`config.mk`:
```
export PLATFORM = sky130hd
export DESIGN_NAME = oqs_top
export DESIGN_NICKNAME = d
export VERILOG_FILES = /design/src/core/oqs_pkg.sv /design/src/core/oqs_top.sv
export SDC_FILE = /design/constraint.sdc
export NUM_CORES = 1
export LEC_CHECK = 0
export BUFFER_PORTS_ARGS = -buffer_cell sky130_fd_sc_hd__buf_2
export CAP_MARGIN = 20
export CELL_PAD_IN_SITES_DETAIL_PLACEMENT = 0
export CELL_PAD_IN_SITES_GLOBAL_PLACEMENT = 1
export CORE_ASPECT_RATIO = 1.4
export CORE_MARGIN = 5
export CORE_UTILIZATION = 43
export CTS_CLUSTER_DIAMETER = 80
export DETAILED_ROUTE_END_ITERATION = 6
export MAX_ROUTING_LAYER = met4
export PLACE_DENSITY_LB_ADDON = 0.3
export SLEW_MARGIN = 10
export SYNTH_ARGS = -nofsm -noshare
export SYNTH_HDL_FRONTEND = slang
export SYNTH_SLANG_ARGS = --single-unit
```
`constraint.sdc`:
```
create_clock -name core_clk_in -period 4.5 [get_ports core_clk_in]
set_input_delay 0.45 -clock core_clk_in [delete_from_list [all_inputs] [get_ports core_clk_in]]
set_output_delay 0.45 -clock core_clk_in [all_outputs]
set_load 0.01 [all_outputs]
```
`src/core/oqs_pkg.sv`:
```
`default_nettype none
package oqs_pkg;
	typedef enum logic [3:0] {
		OQS_CMD_NONE, OQS_CMD_INIT, OQS_CMD_INIT_CONT_ON, OQS_CMD_INIT_CONT_OFF,
		OQS_CMD_TRG, OQS_CMD_OPC, OQS_CMD_OPC_Q, OQS_CMD_CLS, OQS_CMD_RST,
		OQS_CMD_SAV, OQS_CMD_RCL, OQS_CMD_OPT_Q, OQS_CMD_SRE, OQS_CMD_SRE_Q,
		OQS_CMD_STB_Q
	} oqs_cmd_e;
	localparam logic [7:0] OQS_ASCII_ONE   = 8'h31;
	localparam logic [7:0] OQS_ASCII_ZERO  = 8'h30;
	localparam logic [7:0] OQS_SLOT_ID     = 8'h00;
	localparam logic [7:0] OQS_SRE_RESET   = 8'h00;
	localparam logic [7:0] OQS_SRE_MASK    = 8'hbd;
	localparam int         OQS_MSS_BIT     = 6;
	localparam int         OQS_MAV_BIT     = 4;
	localparam int         OQS_SETUP_W     = 16;
	// arbitrary neutral preset and option name code
	localparam logic [15:0] OQS_PRESET     = 16'h0000;
	localparam logic [7:0]  OQS_OPT_NAME   = 8'h53;
endpackage
`default_nettype wire

```
`src/core/oqs_top.sv`:
```
`timescale 1ns/10ps
`default_nettype none
module oqs_top
	import oqs_pkg::*;
(
	input  wire logic        core_clk_in,
	input  wire logic        rst_in,
	input  wire logic        cmd_valid_in,
	input  wire logic [3:0]  cmd_code_in,
	input  wire logic [7:0]  cmd_param_in,
	input  wire logic        dev_clear_in,
	input  wire logic        trig_idle_in,
	input  wire logic        trg_action_done_in,
	input  wire logic        trg_src_wait_in,
	input  wire logic        talk_addr_in,
	input  wire logic        scanner_in,
	input  wire logic        recall_fail_in,
	input  wire logic [15:0] live_setup_in,
	input  wire logic [7:0]  status_in,
	output logic             cmd_ready_out,
	output logic             tx_valid_out,
	output logic [7:0]       tx_data_out,
	output logic             mav_out,
	output logic             opc_event_out,
	output logic [7:0]       sre_out,
	output logic [7:0]       stb_out,
	output logic             srq_out,
	output logic             cont_init_out,
	output logic             recall_valid_out,
	output logic [15:0]      recall_setup_out
);
	typedef enum logic [1:0] {OQS_IDLE, OQS_ACTIVE} oqs_q_e;

	// ----------------------------------------
	// input synchronisers
	// ----------------------------------------
	logic [4:0] sync1_ff;
	logic [4:0] sync2_ff;
	always_ff @(posedge core_clk_in or posedge rst_in)
	begin
		if (rst_in)
		begin
			sync1_ff <= '0;
			sync2_ff <= '0;
		end
		else
		begin
			sync1_ff <= {trig_idle_in, trg_action_done_in, trg_src_wait_in, talk_addr_in,
				dev_clear_in};
			sync2_ff <= sync1_ff;
		end
	end
	wire s_idle  = sync2_ff[4];
	wire s_done  = sync2_ff[3];
	wire s_wait  = sync2_ff[2];
	wire s_talk  = sync2_ff[1];
	wire s_dcl   = sync2_ff[0];

	// ----------------------------------------
	// command decode
	// ----------------------------------------
	oqs_q_e     q_ff, nxt_q;
	logic       oc_ff;
	logic       trg_busy_ff;
	logic       cont_ff;
	logic       mav_ff;
	logic [7:0] qbyte_ff;
	logic [7:0] sre_ff;
	logic [15:0] slot_ff;
	logic       ready_ff;
	logic       txv_ff;
	logic [7:0] txd_ff;
	logic       opc_ev_ff;
	logic       srq_ff;
	logic [7:0] stb_ff;
	logic       rv_ff;
	logic [15:0] rs_ff;

	wire take     = cmd_valid_in && ready_ff;
	// code gated by the handshake, so the decode stays a pure function of its inputs
	wire [3:0] taken_code = take ? cmd_code_in : OQS_CMD_NONE;
	function automatic logic is_cmd(input logic [3:0] c, input oqs_cmd_e k);
		is_cmd = (c == k);
	endfunction
	wire c_cont_on  = is_cmd(taken_code, OQS_CMD_INIT_CONT_ON);
	wire c_cont_off = is_cmd(taken_code, OQS_CMD_INIT_CONT_OFF);
	wire c_init   = is_cmd(taken_code, OQS_CMD_INIT) || c_cont_on;
	wire c_trg    = is_cmd(taken_code, OQS_CMD_TRG);
	wire c_rst    = is_cmd(taken_code, OQS_CMD_RST);
	wire c_clr    = c_rst || is_cmd(taken_code, OQS_CMD_CLS);
	wire c_opcq   = is_cmd(taken_code, OQS_CMD_OPC_Q);
	wire c_opc    = is_cmd(taken_code, OQS_CMD_OPC);
	wire slot_ok  = cmd_param_in == OQS_SLOT_ID;
	wire c_sav    = is_cmd(taken_code, OQS_CMD_SAV) && slot_ok;
	wire c_rcl    = is_cmd(taken_code, OQS_CMD_RCL) && slot_ok;
	wire c_optq   = is_cmd(taken_code, OQS_CMD_OPT_Q);
	wire c_sre    = is_cmd(taken_code, OQS_CMD_SRE);
	wire c_sreq   = is_cmd(taken_code, OQS_CMD_SRE_Q);
	wire c_stbq   = is_cmd(taken_code, OQS_CMD_STB_Q);
	// trigger model idle and no bus trigger running
	wire no_pend  = s_idle && !trg_busy_ff && !c_init && !c_trg;
	// bus trigger ends on action done or halt at a control source
	wire trg_end  = s_done || s_wait;

	// ----------------------------------------
	// completion query tracker
	// ----------------------------------------
	wire q_fire   = (q_ff == OQS_ACTIVE) && no_pend;
	wire imm_fire = c_opcq && no_pend;
	wire tok_load = q_fire || imm_fire;
	always_comb
	begin
		nxt_q = q_ff;
		case (q_ff)
			OQS_IDLE:   if (c_opcq && !no_pend) nxt_q = OQS_ACTIVE;
			OQS_ACTIVE: if (no_pend) nxt_q = OQS_IDLE;
			default:    nxt_q = OQS_IDLE;
		endcase
		if (c_clr || s_dcl)
			nxt_q = OQS_IDLE;
	end
	wire        resp_load = tok_load || c_optq || c_sreq || c_stbq;
	wire [7:0]  opt_byte  = scanner_in ? OQS_OPT_NAME : OQS_ASCII_ZERO;
	wire [7:0]  sre_masked = sre_ff & OQS_SRE_MASK;
	wire [7:0]  stat_mav  = (status_in & ~(8'h01 << OQS_MAV_BIT)) |
		({7'h00, mav_ff} << OQS_MAV_BIT);
	wire        mss       = |(stat_mav & sre_masked & ~(8'h01 << OQS_MSS_BIT));
	wire [7:0]  stb_now   = mss ? (stat_mav | (8'h01 << OQS_MSS_BIT)) :
		(stat_mav & ~(8'h01 << OQS_MSS_BIT));
	wire [7:0]  resp_byte = tok_load ? OQS_ASCII_ONE : c_optq ? opt_byte :
		c_sreq ? sre_masked : stb_now;
	wire        send      = mav_ff && s_talk;
	// opc-command pending flag also cancelled by reset
	wire        oc_fire   = oc_ff && no_pend;
	wire        rise      = |(stb_now & ~stb_ff & sre_masked);

	always_ff @(posedge core_clk_in or posedge rst_in)
	begin
		if (rst_in)
		begin
			q_ff        <= OQS_IDLE;
			oc_ff       <= 1'b0;
			trg_busy_ff <= 1'b0;
			cont_ff     <= 1'b0;
			mav_ff      <= 1'b0;
			qbyte_ff    <= 8'h00;
			sre_ff      <= OQS_SRE_RESET;
			slot_ff     <= OQS_PRESET;
			ready_ff    <= 1'b1;
			txv_ff      <= 1'b0;
			txd_ff      <= 8'h00;
			opc_ev_ff   <= 1'b0;
			srq_ff      <= 1'b0;
			stb_ff      <= 8'h00;
			rv_ff       <= 1'b0;
			rs_ff       <= OQS_PRESET;
		end
		else
		begin
			q_ff        <= nxt_q;
			trg_busy_ff <= c_rst ? 1'b0 : c_trg ? 1'b1 : trg_end ? 1'b0 : trg_busy_ff;
			cont_ff     <= c_rst ? 1'b0 : c_cont_on ? 1'b1 : c_cont_off ? 1'b0 : cont_ff;
			oc_ff       <= (c_clr || oc_fire) ? 1'b0 : c_opc ? 1'b1 : oc_ff;
			opc_ev_ff   <= oc_fire && !c_clr;
			// owed tokens dropped on reset
			mav_ff      <= (resp_load && !c_rst) ? 1'b1 : (send || c_rst) ? 1'b0 : mav_ff;
			qbyte_ff    <= resp_load ? resp_byte : qbyte_ff;
			txv_ff      <= send;
			txd_ff      <= send ? qbyte_ff : txd_ff;
			// locked while the query waits; device clear unlocks
			ready_ff    <= !(nxt_q == OQS_ACTIVE) || s_dcl;
			sre_ff      <= c_sre ? (cmd_param_in & OQS_SRE_MASK) : sre_ff;
			slot_ff     <= c_sav ? live_setup_in : (c_rcl && recall_fail_in) ? OQS_PRESET :
				slot_ff;
			rv_ff       <= c_rcl;
			rs_ff       <= c_rcl ? (recall_fail_in ? OQS_PRESET : slot_ff) : rs_ff;
			stb_ff      <= stb_now;
			srq_ff      <= rise ? 1'b1 : mss ? srq_ff : 1'b0;
		end
	end

	assign cmd_ready_out    = ready_ff;
	assign tx_valid_out     = txv_ff;
	assign tx_data_out      = txd_ff;
	assign mav_out          = mav_ff;
	assign opc_event_out    = opc_ev_ff;
	assign sre_out          = sre_ff;
	assign stb_out          = stb_ff;
	assign srq_out          = srq_ff;
	assign cont_init_out    = cont_ff;
	assign recall_valid_out = rv_ff;
	assign recall_setup_out = rs_ff;
endmodule // oqs_top
`default_nettype wire

```
After elaboration in Yosys (flattened, before gate mapping). Cells that the tools add are included.

Register bits: 83. Latch bits: 0. Bits in writable memories: 0. ROM bits: 0. Bits of input ports: 46. Output and inout port bits: 47. Logic and storage cells: 106. Memories: 0.

$add $sub $neg: 0. Multipliers: 0. Divide/modulo/power cells: 0. Order comparisons: 0. Equal/unequal tests: 17. Shift-type cells: 0. Multiplexer cells: 25. Bitwise gates (word level): 5. Reductions and logical operators: 41.

Operators with widths (count): 2-to-1 mux 16 bit (3); equality test 4 bit, second input constant (7); AND 8 bit (3); 2-to-1 mux 8 bit (3); equality test 4 x 3 -> 1 bit, second input constant (4); logical AND 1 bit (14); 2-to-1 mux 7 bit (2); 2-to-1 mux 1 bit (12); logical OR 1 bit (11); equality test 4 x 2 -> 1 bit, second input constant (2); zero test 8 bit (1); inverter 8 bit (1); bitwise OR 8 x 5 -> 8 bit (1); OR reduction 8 bit (1); zero test 1 bit (7); OR reduction 7 bit (1); 2-to-1 mux 2 bit (3); nonzero test 2 bit (3); nonzero test 3 bit (2); equality test 2 x 1 -> 1 bit, second input constant (2); equality test 4 x 1 -> 1 bit, second input constant (1); 2-to-1 mux 4 bit (1); one-hot mux 2 bit (2 select lines) (1); zero test 2 bit (1); inequality test 2 x 1 -> 1 bit, second input constant (1).

Depth between registers and ports, before layout.
Word-level depth: 15. Depth in mapped cells: 7. Gate-level depth less buffers: 4.

Worst setup path before layout. No wires, ideal clock.

Path kind: input port to flip-flop. Start: input cmd_param_in[1]. End: register slot_ff[10]. Arrival time: 1.922 ns. Setup slack: 2.457 ns. Stages on the path: 5. Cells stage by stage: or4_1 > nor4_4 > nand2_1 > buf_2 > a22o_1.

Cells in the longest elaborated chain, start to end: 4. Elaborated cells between the ends (all ways): 6. Classes of those cells: 1 x mux; 5 x reduce/logical.

Ends and longest elaborated chain: from (decl) (line oqs_top.sv:10) `input wire logic [7:0] cmd_param_in,`; zero test 8 bit * (line oqs_top.sv:93) `wire slot_ok = cmd_param_in == OQS_SLOT_ID;`; logical AND 1 bit (line oqs_top.sv:95) `wire c_rcl = is_cmd(taken_code, OQS_CMD_RCL) && slot_ok;`; logical AND 1 bit (line oqs_top.sv:173) `slot_ff <= c_sav ? live_setup_in : (c_rcl && recall_fail_in) ? OQS_PRESET :`; nonzero test 2 bit (no source line); to (signal assigned) (line oqs_top.sv:173); to (decl) (line oqs_top.sv:69) `logic [15:0] slot_ff;`.

Mark *: on every way between the ends. The rest lies on a longest branch, timed or not. A chain may end at the register's enable or synchronous reset.

Worst setup path after layout.
Start: register ready_ff, in the netlist cmd_ready_out. End: register qbyte_ff[5].

Cells in the longest elaborated chain, start to end: 12. Elaborated cells between the ends (all ways): 23. Classes of those cells: 7 x eq/ne; 4 x mux; 12 x reduce/logical.

Ends and longest elaborated chain: from (decl) (line oqs_top.sv:70) `logic ready_ff;`; from (signal assigned) (line oqs_top.sv:171) `ready_ff <= !(nxt_q == OQS_ACTIVE) || s_dcl;`; logical AND 1 bit * (line oqs_top.sv:79) `wire take = cmd_valid_in && ready_ff;`; 2-to-1 mux 4 bit * (line oqs_top.sv:81) `wire [3:0] taken_code = take ? cmd_code_in : OQS_CMD_NONE;`; equality test 4 x 1 -> 1 bit / equality test 4 x 2 -> 1 bit (equally long branches) (line oqs_top.sv:83) `is_cmd = (c == k);`; logical OR 1 bit (line oqs_top.sv:87) `wire c_init = is_cmd(taken_code, OQS_CMD_INIT) || c_cont_on;`; zero test 1 bit (line oqs_top.sv:101) `wire no_pend = s_idle && !trg_busy_ff && !c_init && !c_trg;`; logical AND 1 bit (2 in a row) (line oqs_top.sv:101); logical AND 1 bit, on equally long branches (line oqs_top.sv:108, oqs_top.sv:109); logical OR 1 bit (line oqs_top.sv:110) `wire tok_load = q_fire || imm_fire;`; logical OR 1 bit (3 in a row) (line oqs_top.sv:122) `wire resp_load = tok_load || c_optq || c_sreq || c_stbq;`; to (signal assigned) (line oqs_top.sv:167) `qbyte_ff <= resp_load ? resp_byte : qbyte_ff;`; to (decl) (line oqs_top.sv:67) `logic [7:0] qbyte_ff;`.

Marked as above.

==> flow_summary.ini <==
[clock_tree]
clk_latency_ns = 0.35
cts-buffers-inserted = 9
postCtsResizedCells = 0
path_clk_slew_ns = 0.09
cts_htree_levels = 3
tritoncts_num_sinks = 83
root_buffer = clkbuf_8
tritoncts = built
cts_post_setup_buffers_inserted = 0
clockBufferDepth = 2
postCtsHoldBufs = 0

[timing]
post_route_clock_period_utilization_pct = 48.3
final_setup_viols = 0
tightest_slew_ns = 0.682
setup_repair_after_global_routing_missed_its_margin = false
timing_hold_violations_final = 0
finalCriticalPeriod_ns = 2.17
slew_viol_final = 0
finalClockSkew_ns = 0.0174
fmax_ghz = 0.460
totalNegativeSetupSlack_ns = 0
timing.max_slew.rel_slack_pct = 54.5
hold-worst-slack_ns = 0.178
fin_ws_ns = 2.33

[logic_synthesis]
synth-seq-cells = 83
yosys_warning_count = 0
synth.area.mux_share_pct = 11.2
synth.cell_area_um2 = 3470
synth_edf_count = 0
seq_area_frac_synth_pct = 59.9
synthDominantCellAreaShare_pct = 59.2
ys_top_cells_by_area = dfrtp_1 (59%), mux2_2 (10%), a22o_1 (4.0%), nor2b_1 (3.4%), nand2_1 (2.1%)
synthesis.area_per_instance_um2 = 12.5
synth_area_leader_cell = dfrtp_1
synth-compound-area-share_pct = 10.2
post_synth_and_or_nand_nor_area_fraction_pct = 15.1
synthXorXnorAreaFrac_pct = 0.505
dominantRegCellSynth = dfrtp_1
synth_adder_area_share_pct = 0
syn-instance-count = 278
yosysUniqueCellTypes = 50
largest_family_of_logic_cells_by_synthesized_area = simple AND/OR/NAND/NOR gates
async_flop_share_pct = 100

[detailed_routing]
wl_per_cell_um = 16.1
route.detailed.vias_per_inst = 5.22
drt_iter0_drcs = 97
num_vias = 2450
route.detailed.drc = 0
ant_nets = 0
detail_route.wirelength_um = 7550
drt_pass1_iterations = 4

[die]
fp.dieW_um = 85.9
design.portCount = 93
floorplan.die_area_um2 = 9990
fp.coreArea_um2 = 7800
placement_rows = 38
floorplan.initialDensity_pct = 44.5
die_height_um = 116

[worst_setup_path]
setup.worst_path.end_class = register
slowest_delay_ns = 0.61
cp_num_buf_inv = 0
worst_path_max_delay_cell = dfstp_2
worstPathCellList = and3_1 -> nand3_1 -> mux2_2 -> a221o_1
crit_required_ns = 4.73
crit_path_start_kind = register
critical_path_peak_fanout = 10
path_class = reg -> reg
critical_path.top_delay_family = simple AND/OR/NAND/NOR gates
worst-endpoint-arrival_ns = 2.40

[place]
postPlaceCellArea_um2 = 3970
final_weighted_congestion_in_routability_driven_placement = 0.832
detailedPlace.worstSlack_ns = 2.07
placement.io_buffers = 88
placedCellCount = 453
hpwlAfterDp_um = 5490

[pwr]
worst_ir_drop_vdd_v = 0.000266
powerDensity_nw_per_um2 = 407
total_power_mw = 1.70
static-leakage-power_nw = 2.11

[global_route]
grt_pass1_wl_um = 12500
grt_pass1_vias = 2527
grt_remaining_overflow = 0
grt_use_total_pct = 16.5
grt_antenna_before_repair = 0
grt_max_degree = 45

[cells_and_area]
finalNetCount = 410
synthToLayoutAreaGrowth_pct = 20.5
layout_commonest_cell = buf_2
postLayoutCellArea_um2 = 4180
utilization_pct = 53.6
insertedDiodeCount = 0
nFillCells = 717
layout_common_cells = buf_2 (88), dfrtp_1 (82), mux2_2 (31), nand2_1 (19), nor2b_1 (19)
final_cell_count_no_fill = 469
post_route_cells_drive_above_1_share_pct = 39.0

[worst_hold_path]
worstHoldPathType = in -> async

[outcome]
outcome = completed

[flow_run]
max-cap-violations = 0
==> cells in the mapped netlist, types with 3 or more instances <==
cell,count
dfrtp_1,82
mux2_2,31
nand2_1,19
nor2b_1,19
a22o_1,16
nor2_1,13
nand3_1,7
clkbuf_1,6
and3_1,5
inv_1,5
nor3_1,5
o22ai_1,5
buf_2,4
mux2i_1,4
o21ai_0,4
a211oi_1,3
a21oi_1,3
buf_4,3
nand2b_1,3
nand4_1,3
==> final timing paths <==
check | slack (ns) | cells after the start | end | start
max | 2.33 | 4 | qbyte_ff[5]$_DFFE_PP0P_ | cmd_ready_out$_DFF_PP1_
min | 0.18 | 2 | sre_out[2]$_DFFE_PP0N_ | rst_in
max reg2reg | 2.33 | 4 | qbyte_ff[5]$_DFFE_PP0P_ | cmd_ready_out$_DFF_PP1_
min reg2reg | 0.34 | 0 | sync2_ff[3]$_DFF_PP0_ | sync1_ff[3]$_DFF_PP0_
max in group asynchronous | 3.31 | 3 | srq_out$_DFFE_PP0P_ | rst_in
min in group core_clk_in | 0.21 | 1 | stb_out[1]$_DFF_PP0_ | status_in[1]
==> layout make-up <==
class	instances	area [um^2]	area share, %
flip-flops and latches	83	2080	49.7
repair buffers	89	448	10.7
clock inverters	3	45.0	1.08
well taps	100	125	2.99
multi-input cells	176	1290	31.0
inverters	5	20.0	0.479
clock buffers	13	169	4.04
==> power breakdown <==
part | internal (mW) | total (mW) | switching, mW
clock network | 0.302 | 0.557 | 0.255
registers | 0.832 | 0.883 | 0.0507
logic | 0.127 | 0.263 | 0.135
total | 1.26 | 1.70 | 0.441
==> per-layer routing <==
layer	GRT usage [%]	share of wire [%]	vias up
li1	-	-	1166
met1	20.4	42	1199
met4	5.70	1.4	0
met3	4.09	6.2	11
met2	26.4	50	74
met5	-	0	-
==> cell families after synthesis <==
kind of cell / count (synthesis)
other: 1
flip-flops: 83
AND/OR/NAND/NOR: 90
multiplexers: 35
XOR/XNOR: 2
AO/OA/AOI/OAI: 46
buffers and inverters: 21
==> worst reg2reg max path: cells and delay by family (launching register included) <==
| family | cells | cell delay [ns] |
|---|---|---|
| and+or+nand+nor | 2 | 0.72 |
| DFF | 1 | 0.61 |
| muxes | 1 | 0.39 |
| AOI/OAI and AO/OA | 1 | 0.34 |
==> registers in the layout, indices dropped and copies added, names as in the netlist <==
register / count
recall_setup_out: 16
slot_ff: 16
qbyte_ff: 8
stb_out: 8
tx_data_out: 8
sre_out: 6
sync1_ff: 5
sync2_ff: 5
q_ff: 2
cmd_ready_out: 1
cont_init_out: 1
mav_out: 1
oc_ff: 1
opc_event_out: 1
recall_valid_out: 1
srq_out: 1
trg_busy_ff: 1
tx_valid_out: 1
Note: power is estimated with default switching activity, not from simulation.
